## config.mk

```make
export PLATFORM = sky130hd
export DESIGN_NAME = skc_cmd_handler
export DESIGN_NICKNAME = d
export VERILOG_FILES = /design/src/inc/skc_pkg.sv /design/src/skc_cmd_handler.sv /design/src/skc_key_mix.sv
export VERILOG_INCLUDE_DIRS = /design/src /design/src/inc
export SDC_FILE = /design/constraint.sdc
export NUM_CORES = 2
export LEC_CHECK = 0
export ABC_AREA = 1
export BUFFER_PORTS_ARGS = -buffer_cell sky130_fd_sc_hd__buf_2
export CAP_MARGIN = 20
export CORE_AREA = 4 4 403 405
export CTS_BUF_LIST = sky130_fd_sc_hd__clkbuf_8
export CTS_CLUSTER_DIAMETER = 50
export CTS_CLUSTER_SIZE = 16
export DETAILED_ROUTE_END_ITERATION = 16
export DIE_AREA = 0 0 407 409
export PLACE_DENSITY_LB_ADDON = 0.12
export SKIP_LAST_GASP = 1
export SLEW_MARGIN = 10
export SYNTH_ARGS = -nofsm -noshare
export SYNTH_HDL_FRONTEND = slang
export SYNTH_HIERARCHICAL = 1
export SYNTH_SLANG_ARGS = --single-unit
```

## constraint.sdc

```tcl
create_clock -name CLK_SYS_I -period 3.7 [get_ports CLK_SYS_I]
set_input_delay 0.185 -clock CLK_SYS_I [delete_from_list [all_inputs] [get_ports CLK_SYS_I]]
set_output_delay 0.185 -clock CLK_SYS_I [all_outputs]
set_load 0.005 [all_outputs]
```

## src/inc/skc_params.svh

```systemverilog
`ifndef SKC_PARAMS_SVH
`define SKC_PARAMS_SVH

// frame bytes
`define SKC_CLA           8'h80
`define SKC_INS_LOAD      8'hD8
`define SKC_INS_KEY       8'h52
`define SKC_INS_CARD      8'hA4
`define SKC_INS_PAGE      8'hA6
`define SKC_P1_ZERO       8'h00
`define SKC_P1_CREDIT     8'h10
`define SKC_P1_DEBIT      8'h30
`define SKC_LEN_LOAD      8'h0C
`define SKC_LEN_KEY       8'h08
`define SKC_LEN_CARD      8'h09
`define SKC_LEN_PAGE      8'h08
`define SKC_HDR_LAST      3'h4
`define SKC_BUF_BYTES     12
`define SKC_RSP_BYTES     11

// key numbers
`define SKC_KEY_XFER      5'h00
`define SKC_KEY_MAX       8'h10
`define SKC_KEY_COUNT     17
`define SKC_KEY_RST       64'h0000_0000_0000_0000

// status words
`define SKC_SW_OK         16'h9000
`define SKC_SW_BADKEY     16'h6A82
`define SKC_SW_BADP1      16'h6A86
`define SKC_SW_BADLEN     16'h6700
`define SKC_SW_BADINS     16'h6D00
`define SKC_SW_BADCLA     16'h6E00
`define SKC_SW_AUTHFAIL   16'h6300

// mixing rotation
`define SKC_MIX_ROT       5

`endif

```

## src/inc/skc_pkg.sv

```systemverilog
package skc_pkg;

  typedef enum logic [2:0] {
    ST_HDR,
    ST_DATA,
    ST_EXEC,
    ST_CARD,
    ST_RESP,
    ST_VERD,
    ST_REPLY
  } skc_state_e;

endpackage

```

## src/skc_cmd_handler.sv

```systemverilog
`timescale 1ns/1ps
`default_nettype none
`include "skc_params.svh"

module skc_cmd_handler
  import skc_pkg::*;
(
  // clock and reset
  input  wire logic        CLK_SYS_I,
  input  wire logic        RESET_N_I,
  // host byte stream in
  input  wire logic [7:0]  RX_DATA_I,
  input  wire logic        RX_VALID_I,
  output logic             RX_READY_O,
  // host byte stream out
  output logic [7:0]       TX_DATA_O,
  output logic             TX_VALID_O,
  input  wire logic        TX_READY_I,
  // card exchange
  output logic             CARD_START_O,
  input  wire logic        CARD_READY_I,
  input  wire logic [63:0] CARD_SERIAL_I,
  input  wire logic [31:0] CARD_CHAL_I,
  input  wire logic [63:0] CARD_CFG_I,
  output logic [31:0]      COUPLER_RESP_O,
  output logic             COUPLER_RESP_VALID_O,
  input  wire logic        CARD_VERDICT_I,
  input  wire logic        CARD_ACCEPT_I,
  input  wire logic [31:0] CARD_RESULT_I,
  // authentication state
  output logic             AUTH_OK_O,
  // write signature
  input  wire logic [31:0] WR_DATA_I,
  input  wire logic        WR_VALID_I,
  output logic [31:0]      SIG_O,
  output logic             SIG_VALID_O
);

  skc_state_e  state_ff;
  logic [7:0]  hdr_ff [0:4];
  logic [2:0]  hcnt_ff;
  logic [7:0]  dcnt_ff;
  logic [7:0]  buf_ff [0:`SKC_BUF_BYTES-1];
  logic [63:0] key_ff [0:`SKC_KEY_COUNT-1];
  logic [4:0]  cur_ff;
  logic [4:0]  auth_key_ff;
  logic [63:0] serial_ff;
  logic [63:0] div_ff;
  logic [31:0] chal_ff;
  logic [63:0] cfg_ff;
  logic [7:0]  rsp_ff [0:`SKC_RSP_BYTES-1];
  logic [3:0]  rsp_len_ff;
  logic [3:0]  rsp_idx_ff;
  logic        auth_ok_ff;
  logic        start_ff;
  logic        resp_valid_ff;
  logic [31:0] resp_ff;
  logic        sig_valid_ff;
  logic [31:0] sig_ff;

  logic [63:0] buf64;
  logic [63:0] plain_w;
  logic [63:0] div_w;
  logic [63:0] resp_w;
  logic [63:0] cres_w;
  logic [63:0] sig_w;
  logic [4:0]  div_sel;
  logic [63:0] div_ser;
  logic [4:0]  slot2;
  logic        key_bad;
  logic        load_go;

  assign buf64 = {buf_ff[0], buf_ff[1], buf_ff[2], buf_ff[3],
                  buf_ff[4], buf_ff[5], buf_ff[6], buf_ff[7]};
  assign key_bad = (hdr_ff[3] > `SKC_KEY_MAX);
  // even offset of the debit/credit pair holding the current key
  assign slot2 = (cur_ff == `SKC_KEY_XFER) ? 5'h00
               : ((cur_ff - 5'h01) & 5'h1E);

  // diversification source: card serial during select, else host data
  always_comb begin
    if (state_ff == ST_CARD) begin
      div_sel = auth_key_ff;
      div_ser = CARD_SERIAL_I;
    end else begin
      div_sel = hdr_ff[3][4:0];
      div_ser = buf64;
    end
  end

  skc_key_mix #(.W(64)) u_decipher (
    .a_i (buf64),
    .b_i (key_ff[`SKC_KEY_XFER]),
    .y_o (plain_w)
  );

  skc_key_mix #(.W(64)) u_diversify (
    .a_i (key_ff[div_sel]),
    .b_i (div_ser),
    .y_o (div_w)
  );

  skc_key_mix #(.W(64)) u_coupler_res (
    .a_i (div_ff),
    .b_i ({chal_ff, chal_ff}),
    .y_o (resp_w)
  );

  skc_key_mix #(.W(64)) u_card_res (
    .a_i (div_ff),
    .b_i ({~chal_ff, chal_ff}),
    .y_o (cres_w)
  );

  skc_key_mix #(.W(64)) u_signature (
    .a_i (div_ff),
    .b_i ({WR_DATA_I, WR_DATA_I}),
    .y_o (sig_w)
  );

  assign load_go = (state_ff == ST_EXEC) && (hdr_ff[0] == `SKC_CLA)
                && (hdr_ff[1] == `SKC_INS_LOAD)
                && (hdr_ff[2] == `SKC_P1_ZERO)
                && (hdr_ff[4] == `SKC_LEN_LOAD) && !key_bad;

  // key store, written only with deciphered values
  always_ff @(posedge CLK_SYS_I or negedge RESET_N_I) begin
    if (!RESET_N_I) begin
      for (int i = 0; i < `SKC_KEY_COUNT; i++) begin
        key_ff[i] <= `SKC_KEY_RST;
      end
    end else if (load_go) begin
      key_ff[hdr_ff[3][4:0]] <= plain_w;
    end
  end

  // signature appended to outgoing write data
  always_ff @(posedge CLK_SYS_I or negedge RESET_N_I) begin
    if (!RESET_N_I) begin
      sig_ff       <= 32'h0000_0000;
      sig_valid_ff <= 1'b0;
    end else begin
      sig_valid_ff <= WR_VALID_I;
      if (WR_VALID_I) begin
        sig_ff <= sig_w[31:0];
      end
    end
  end

  // command sequencer
  always_ff @(posedge CLK_SYS_I or negedge RESET_N_I) begin
    if (!RESET_N_I) begin
      state_ff      <= ST_HDR;
      hcnt_ff       <= 3'h0;
      dcnt_ff       <= 8'h00;
      cur_ff        <= `SKC_KEY_XFER;
      auth_key_ff   <= `SKC_KEY_XFER;
      serial_ff     <= 64'h0000_0000_0000_0000;
      div_ff        <= 64'h0000_0000_0000_0000;
      chal_ff       <= 32'h0000_0000;
      cfg_ff        <= 64'h0000_0000_0000_0000;
      rsp_len_ff    <= 4'h0;
      rsp_idx_ff    <= 4'h0;
      auth_ok_ff    <= 1'b0;
      start_ff      <= 1'b0;
      resp_valid_ff <= 1'b0;
      resp_ff       <= 32'h0000_0000;
      for (int i = 0; i < 5; i++) begin
        hdr_ff[i] <= 8'h00;
      end
      for (int i = 0; i < `SKC_BUF_BYTES; i++) begin
        buf_ff[i] <= 8'h00;
      end
      for (int i = 0; i < `SKC_RSP_BYTES; i++) begin
        rsp_ff[i] <= 8'h00;
      end
    end else begin
      start_ff      <= 1'b0;
      resp_valid_ff <= 1'b0;
      unique case (state_ff)
        ST_HDR: begin
          if (RX_VALID_I) begin
            hdr_ff[hcnt_ff] <= RX_DATA_I;
            if (hcnt_ff == `SKC_HDR_LAST) begin
              hcnt_ff  <= 3'h0;
              dcnt_ff  <= 8'h00;
              state_ff <= (RX_DATA_I == 8'h00) ? ST_EXEC : ST_DATA;
            end else begin
              hcnt_ff <= hcnt_ff + 3'h1;
            end
          end
        end
        ST_DATA: begin
          if (RX_VALID_I) begin
            if (dcnt_ff < 8'(`SKC_BUF_BYTES)) begin
              buf_ff[dcnt_ff[3:0]] <= RX_DATA_I;
            end
            dcnt_ff <= dcnt_ff + 8'h01;
            if (dcnt_ff + 8'h01 == hdr_ff[4]) begin
              state_ff <= ST_EXEC;
            end
          end
        end
        ST_EXEC: begin
          rsp_ff[0]  <= hdr_ff[1];
          rsp_ff[1]  <= 8'(`SKC_SW_OK >> 8);
          rsp_ff[2]  <= 8'(`SKC_SW_OK);
          rsp_len_ff <= 4'h3;
          rsp_idx_ff <= 4'h0;
          state_ff   <= ST_REPLY;
          if (hdr_ff[0] != `SKC_CLA) begin
            rsp_ff[0]  <= 8'(`SKC_SW_BADCLA >> 8);
            rsp_ff[1]  <= 8'(`SKC_SW_BADCLA);
            rsp_len_ff <= 4'h2;
          end else begin
            unique case (hdr_ff[1])
              `SKC_INS_LOAD, `SKC_INS_KEY: begin
                if (key_bad) begin
                  rsp_ff[0]  <= 8'(`SKC_SW_BADKEY >> 8);
                  rsp_ff[1]  <= 8'(`SKC_SW_BADKEY);
                  rsp_len_ff <= 4'h2;
                end else if (hdr_ff[4] != ((hdr_ff[1] == `SKC_INS_LOAD)
                             ? `SKC_LEN_LOAD : `SKC_LEN_KEY)) begin
                  rsp_ff[0]  <= 8'(`SKC_SW_BADLEN >> 8);
                  rsp_ff[1]  <= 8'(`SKC_SW_BADLEN);
                  rsp_len_ff <= 4'h2;
                end else if (hdr_ff[1] == `SKC_INS_KEY) begin
                  cur_ff <= hdr_ff[3][4:0];
                  if (buf64 != 64'h0000_0000_0000_0000) begin
                    div_ff     <= div_w;
                    serial_ff  <= buf64;
                    auth_ok_ff <= 1'b0;
                  end
                end
              end
              `SKC_INS_CARD, `SKC_INS_PAGE: begin
                if (hdr_ff[4] != ((hdr_ff[1] == `SKC_INS_CARD)
                    ? `SKC_LEN_CARD : `SKC_LEN_PAGE)) begin
                  rsp_ff[0]  <= 8'(`SKC_SW_BADLEN >> 8);
                  rsp_ff[1]  <= 8'(`SKC_SW_BADLEN);
                  rsp_len_ff <= 4'h2;
                end else if (hdr_ff[1] == `SKC_INS_CARD
                             && hdr_ff[2] != `SKC_P1_CREDIT
                             && hdr_ff[2] != `SKC_P1_DEBIT) begin
                  rsp_ff[0]  <= 8'(`SKC_SW_BADP1 >> 8);
                  rsp_ff[1]  <= 8'(`SKC_SW_BADP1);
                  rsp_len_ff <= 4'h2;
                end else begin
                  // credit on 10h, debit on 30h
                  auth_key_ff <= (hdr_ff[2] == `SKC_P1_CREDIT)
                               ? slot2 + 5'h02 : slot2 + 5'h01;
                  auth_ok_ff  <= 1'b0;
                  start_ff    <= 1'b1;
                  state_ff    <= ST_CARD;
                end
              end
              default: begin
                rsp_ff[0]  <= 8'(`SKC_SW_BADINS >> 8);
                rsp_ff[1]  <= 8'(`SKC_SW_BADINS);
                rsp_len_ff <= 4'h2;
              end
            endcase
          end
        end
        ST_CARD: begin
          if (CARD_READY_I) begin
            chal_ff  <= CARD_CHAL_I;
            cfg_ff   <= CARD_CFG_I;
            state_ff <= ST_RESP;
            if (hdr_ff[1] == `SKC_INS_CARD) begin
              serial_ff <= CARD_SERIAL_I;
              div_ff    <= div_w;
            end
          end
        end
        ST_RESP: begin
          resp_ff       <= resp_w[31:0];
          resp_valid_ff <= 1'b1;
          state_ff      <= ST_VERD;
        end
        ST_VERD: begin
          if (CARD_VERDICT_I) begin
            rsp_idx_ff <= 4'h0;
            state_ff   <= ST_REPLY;
            // card acceptance and the card's own result checked together in the verdict cycle
            if (CARD_ACCEPT_I && CARD_RESULT_I == cres_w[31:0]) begin
              auth_ok_ff <= 1'b1;
              rsp_ff[0]  <= hdr_ff[1];
              for (int i = 0; i < 8; i++) begin
                rsp_ff[i+1] <= (hdr_ff[1] == `SKC_INS_PAGE)
                             ? cfg_ff[63-8*i -: 8]
                             : serial_ff[63-8*i -: 8];
              end
              rsp_ff[9]  <= 8'(`SKC_SW_OK >> 8);
              rsp_ff[10] <= 8'(`SKC_SW_OK);
              rsp_len_ff <= 4'(`SKC_RSP_BYTES);
            end else begin
              rsp_ff[0]  <= 8'(`SKC_SW_AUTHFAIL >> 8);
              rsp_ff[1]  <= 8'(`SKC_SW_AUTHFAIL);
              rsp_len_ff <= 4'h2;
            end
          end
        end
        ST_REPLY: begin
          if (TX_READY_I) begin
            if (rsp_idx_ff + 4'h1 == rsp_len_ff) begin
              state_ff <= ST_HDR;
            end else begin
              rsp_idx_ff <= rsp_idx_ff + 4'h1;
            end
          end
        end
      endcase
    end
  end

  assign RX_READY_O           = (state_ff == ST_HDR) || (state_ff == ST_DATA);
  assign TX_VALID_O           = (state_ff == ST_REPLY);
  assign TX_DATA_O            = rsp_ff[rsp_idx_ff];
  assign CARD_START_O         = start_ff;
  assign COUPLER_RESP_O       = resp_ff;
  assign COUPLER_RESP_VALID_O = resp_valid_ff;
  assign AUTH_OK_O            = auth_ok_ff;
  assign SIG_O                = sig_ff;
  assign SIG_VALID_O          = sig_valid_ff;

  chk_auth_needs_verdict: assert property (
    @(posedge CLK_SYS_I) disable iff (!RESET_N_I)
    $rose(auth_ok_ff) |-> $past(CARD_VERDICT_I) && $past(CARD_ACCEPT_I))
    else $error("auth granted without card acceptance");

  chk_auth_result_match: assert property (
    @(posedge CLK_SYS_I) disable iff (!RESET_N_I)
    state_ff == ST_VERD && CARD_VERDICT_I
      && CARD_RESULT_I != cres_w[31:0] |=> !auth_ok_ff)
    else $error("auth granted on mismatched result");

  chk_resp_before_verd: assert property (
    @(posedge CLK_SYS_I) disable iff (!RESET_N_I)
    CARD_READY_I && state_ff == ST_CARD |=> ##1 resp_valid_ff
      && resp_ff == resp_w[31:0])
    else $error("coupler response not sent after card data");

  chk_sig_one_cycle: assert property (
    @(posedge CLK_SYS_I) disable iff (!RESET_N_I)
    WR_VALID_I |=> SIG_VALID_O && SIG_O == $past(sig_w[31:0]))
    else $error("signature missing after write data");

  chk_load_deciphers: assert property (
    @(posedge CLK_SYS_I) disable iff (!RESET_N_I)
    load_go |=> key_ff[$past(hdr_ff[3][4:0])] == $past(plain_w))
    else $error("loaded key not deciphered value");

  chk_bad_key_status: assert property (
    @(posedge CLK_SYS_I) disable iff (!RESET_N_I)
    state_ff == ST_EXEC && hdr_ff[0] == `SKC_CLA && key_bad
      && (hdr_ff[1] == `SKC_INS_LOAD || hdr_ff[1] == `SKC_INS_KEY)
      |=> rsp_ff[0] == 8'(`SKC_SW_BADKEY >> 8) && rsp_len_ff == 4'h2)
    else $error("out of range key not refused");

  chk_select_derives: assert property (
    @(posedge CLK_SYS_I) disable iff (!RESET_N_I)
    state_ff == ST_CARD && CARD_READY_I && hdr_ff[1] == `SKC_INS_CARD
      |=> div_ff == $past(div_w) && serial_ff == $past(CARD_SERIAL_I))
    else $error("card select did not diversify");

  chk_load_echo: assert property (
    @(posedge CLK_SYS_I) disable iff (!RESET_N_I)
    load_go |=> TX_VALID_O && TX_DATA_O == `SKC_INS_LOAD
      && rsp_len_ff == 4'h3)
    else $error("key load reply wrong");

  chk_key_current: assert property (
    @(posedge CLK_SYS_I) disable iff (!RESET_N_I)
    state_ff == ST_EXEC && hdr_ff[0] == `SKC_CLA
      && hdr_ff[1] == `SKC_INS_KEY && !key_bad
      && hdr_ff[4] == `SKC_LEN_KEY |=> cur_ff == $past(hdr_ff[3][4:0]))
    else $error("active key not updated");

endmodule
`default_nettype wire

```

## src/skc_key_mix.sv

```systemverilog
`timescale 1ns/1ps
`default_nettype none
`include "skc_params.svh"

// keyed mixing step: rotate then xor
module skc_key_mix #(
  parameter int W = 64
) (
  input  wire logic [W-1:0] a_i,
  input  wire logic [W-1:0] b_i,
  output logic      [W-1:0] y_o
);

  assign y_o = {a_i[W-1-`SKC_MIX_ROT:0], a_i[W-1:W-`SKC_MIX_ROT]} ^ b_i;

endmodule
`default_nettype wire

```

==> impl_summary.md <==
Yosys
The post-synthesis average cell area is 7.69 µm². Synthesis handed over a netlist of ~6600 instances. The synthesized area is roughly 0.051 mm². When the netlist entered floorplanning its net count stood at between 6000 and 7000.

The Yosys step of the flow raised 6 warnings.

Final layout
The final core area utilization is 0.377. The post-layout net count is 7189. Of the cells placed in the final design, the portion with a size suffix greater than 1 is 0.116. The layout has between 15000 and 20000 filler cells. The cell area after layout is ~0.06 mm². The post-synthesis to final-layout area growth is 18.2%.

Worst setup path
The required time of the critical path is approximately 4.5 ns. Along the worst path, the maximum fanout reaches 8. STA classifies the critical path endpoint as a flip-flop. Data on the critical path arrives at its endpoint at around 4.0 ns.

The critical path is of the flip-flop to flip-flop type. The kind of launch point of the worst setup path is a flip-flop.

Global routing
The overall overflow remaining after global route is 0. Entering global routing, the biggest net connects 120 pins. The number of global-route vias before repair was 42500. The global router's overall resource usage is 0.222. The first global-routing pass estimated between 200 and 300 mm of wire.

The initial antenna violation count is 15.

Clock tree
The CTS H-tree depth is 4. Counting along the longest clock path gives a buffer depth of 3. The clock buffer count from CTS is between 100 and 150.

TritonCTS built the clock tree. The number of gates resized after CTS is 0. The cell sitting at the root of the clock tree is a clkbuf_8. The insertion delay of the later-clocked pin in the worst-skew pair is 0.93 ns.

Counting every sink on the clock net gives approximately 1000. The clock slew at the register clock pins of the worst setup and hold paths is 0.08 ns.

Routing
In the routed layout, each cell is associated on average with a via count of roughly 4.8. Once detail routing completed, the nets flagged for antenna violations numbered 0. After detailed routing, the met3 layer carries ~10 mm of wire.

The total via count in the routed design is 43900. The number of detailed-route iterations in the first pass is 6. The highest metal layer with signal wires is met5. Summed over all layers, the routed wires come to about 190 mm. In the detailed route, the total length drawn on met2 is roughly 85 mm. The DRC marker count from the first detailed-route iteration is 3811. In the final routing, the length of wire on met1 measures just under 90 mm. After detailed routing, the number of remaining DRC violations is 0. Dividing the detail-routed wire length by the instance count gives roughly 20 µm.

Run
The tool flagged a number of max-cap violations equal to 0.

Pwr
The worst-case IR drop observed on VDD is approximately 0.51 mV. The leakage power summed over all cells is between 20 and 30 nW. The power per cell area is roughly 700 mW/mm².

STA
Of the available clock period, the critical path in the final layout requires 0.882. Static timing analysis puts the maximum clock frequency at around 310 MHz. The clock period minus worst slack is between 3 and 4 ns. The final count of negative-setup-slack endpoints is 0.

The normalized max-slew margin is 0.306. The final count of pins violating max slew was 0. Adding up every negative setup slack in the final design gives 0 ns. The hold violation count in the final report was 0.

Across all setup checks in the final design, the least slack found is around 0.44 ns. The worst setup skew after layout is approximately 0.048 ns. For the pin with the worst max-slew slack, the measured transition is approximately 1.0 ns. Setup repair after global routing left no endpoint under its margin.

Placement
The HPWL after detailed placement is 124 mm. The number of port buffers is around 320. The post-placement worst setup slack is approximately 0.55 ns. The routability congestion estimate is roughly 0.87. The standard cell area after detailed placement is between 0.05 and 0.06 mm².

Die
The die covers 0.166 mm². Pin placement for this block handled approximately 320 I/O pins. The floorplan die width is between 400 and 500 µm. The total area inside the core boundary comes to 0.158 mm².

For this configuration, the core starts out at a cell density of 0.319. The y dimension of the die is slightly above 400 µm. The initialized floorplan defines approximately 150 standard-cell rows.

Worst hold path
The path category of the worst min-delay check is input port to flip-flop.

Run status
The run finished with clean final reports.
-- metal layers --
metal  vias to the layer above  global-route usage
met3                       244              0.0374
li1                      21400                   -
met4                         8              0.0650
met5                         -                   0
met1                     21000               0.307
met2                      1161               0.357
-- through the flow --
stage	std cells	hold WS, ns	power (mW)
2_1_floorplan	6575	-0.111	25.3
3_3_place_gp	8601	0.249	32.4
3_5_place_dp	8601	0.264	32.4
4_1_cts	9124	0.000386	43.2
5_1_grt	9127	0.0492	45.9
6_report	9130	0.0891	42.8
-- cell type report --
| type | count | area, µm² | area share |
|---|---|---|---|
| Tap cell | 2072 | 2590 | 0.0434 |
| Sequential cell | 1012 | 25300 | 0.424 |
| Clock inverter | 92 | 1040 | 0.0175 |
| Timing Repair Buffer | 721 | 5720 | 0.0958 |
| Antenna cell | 6 | 15.0 | 0.000251 |
| Inverter | 729 | 2740 | 0.0459 |
| Clock buffer | 161 | 2220 | 0.0371 |
| Multi-Input combinational cell | 4337 | 20100 | 0.336 |
-- layout by cell type (no fill, tap or decap), types with 15 or more instances in the layout --
cell type / count
dfrtp_1: 1012
o21ai_1: 397
o21ai_0: 736
mux2_2: 75
buf_12: 32
bufinv_16: 16
mux2i_1: 48
clkbuf_8: 161
buf_2: 316
nand2_1: 2072
nand4_1: 27
o21a_1: 25
buf_4: 102
nor2_1: 435
inv_1: 731
nand3_1: 145
clkinvlp_4: 19
a21oi_1: 110
o211ai_1: 106
nand2_2: 16
clkinv_2: 18
and2_1: 41
dlygate4sd3_1: 269
nor3_1: 15
-- final timing paths --
check,startpoint,endpoint,slack (ns),cells after the start
worst max register to register,state_ff[0],state_ff[0],0.44,12
min in group asynchronous,RESET_N_I,cfg_ff[35],0.11,3
worst min register to register,COUPLER_RESP_O[5],COUPLER_RESP_O[5],0.47,2
worst max-delay path,state_ff[0],state_ff[0],0.44,12
worst min-delay path,CARD_CFG_I[39],cfg_ff[39],0.09,3
max in group asynchronous,RESET_N_I,key_ff[336],2.83,3
-- registers in the layout (all words and copies together) (netlist names) --
register,flops
rsp_idx_ff,4
serial_ff,64
cfg_ff,64
hdr_ff,40
div_ff,32
AUTH_OK_O,1
COUPLER_RESP_O,32
SIG_O,32
chal_ff,32
auth_key_ff,5
state_ff,3
key_ff,544
buf64,64
rsp_ff,73
dcnt_ff,8
hcnt_ff,3
rsp_len_ff,3
cur_ff,5
SIG_VALID_O,1
CARD_START_O,1
COUPLER_RESP_VALID_O,1
-- power by group --
group / internal (mW) / total [mW] / switching [mW] / leakage (nW)
combinational: 5.83 / 17.8 / 12.0 / 13.5
clock: 5.28 / 10.3 / 5.05 / 1.66
sequential: 12.8 / 14.7 / 1.92 / 13.5
-- critical path: stages (launching register included) --
cell,delay (ns)
dfrtp_1,0.42
inv_1,0.10
nand2_1,0.09
nor2_1,0.61
inv_1,0.13
nor2_1,0.14
a21oi_1,0.05
dlygate4sd3_1,0.57
nand2_1,0.17
nor2_1,0.06
dlygate4sd3_1,0.57
nand2_1,0.13
o21ai_0,0.10
-- repair_timing --
item,in CTS,in global routing
endpoints found under the hold margin,947,0
endpoints found under the setup margin,0,0
setup buffers,0,0
hold buffers,270,0
Note: power is estimated with default switching activity, not from simulation.
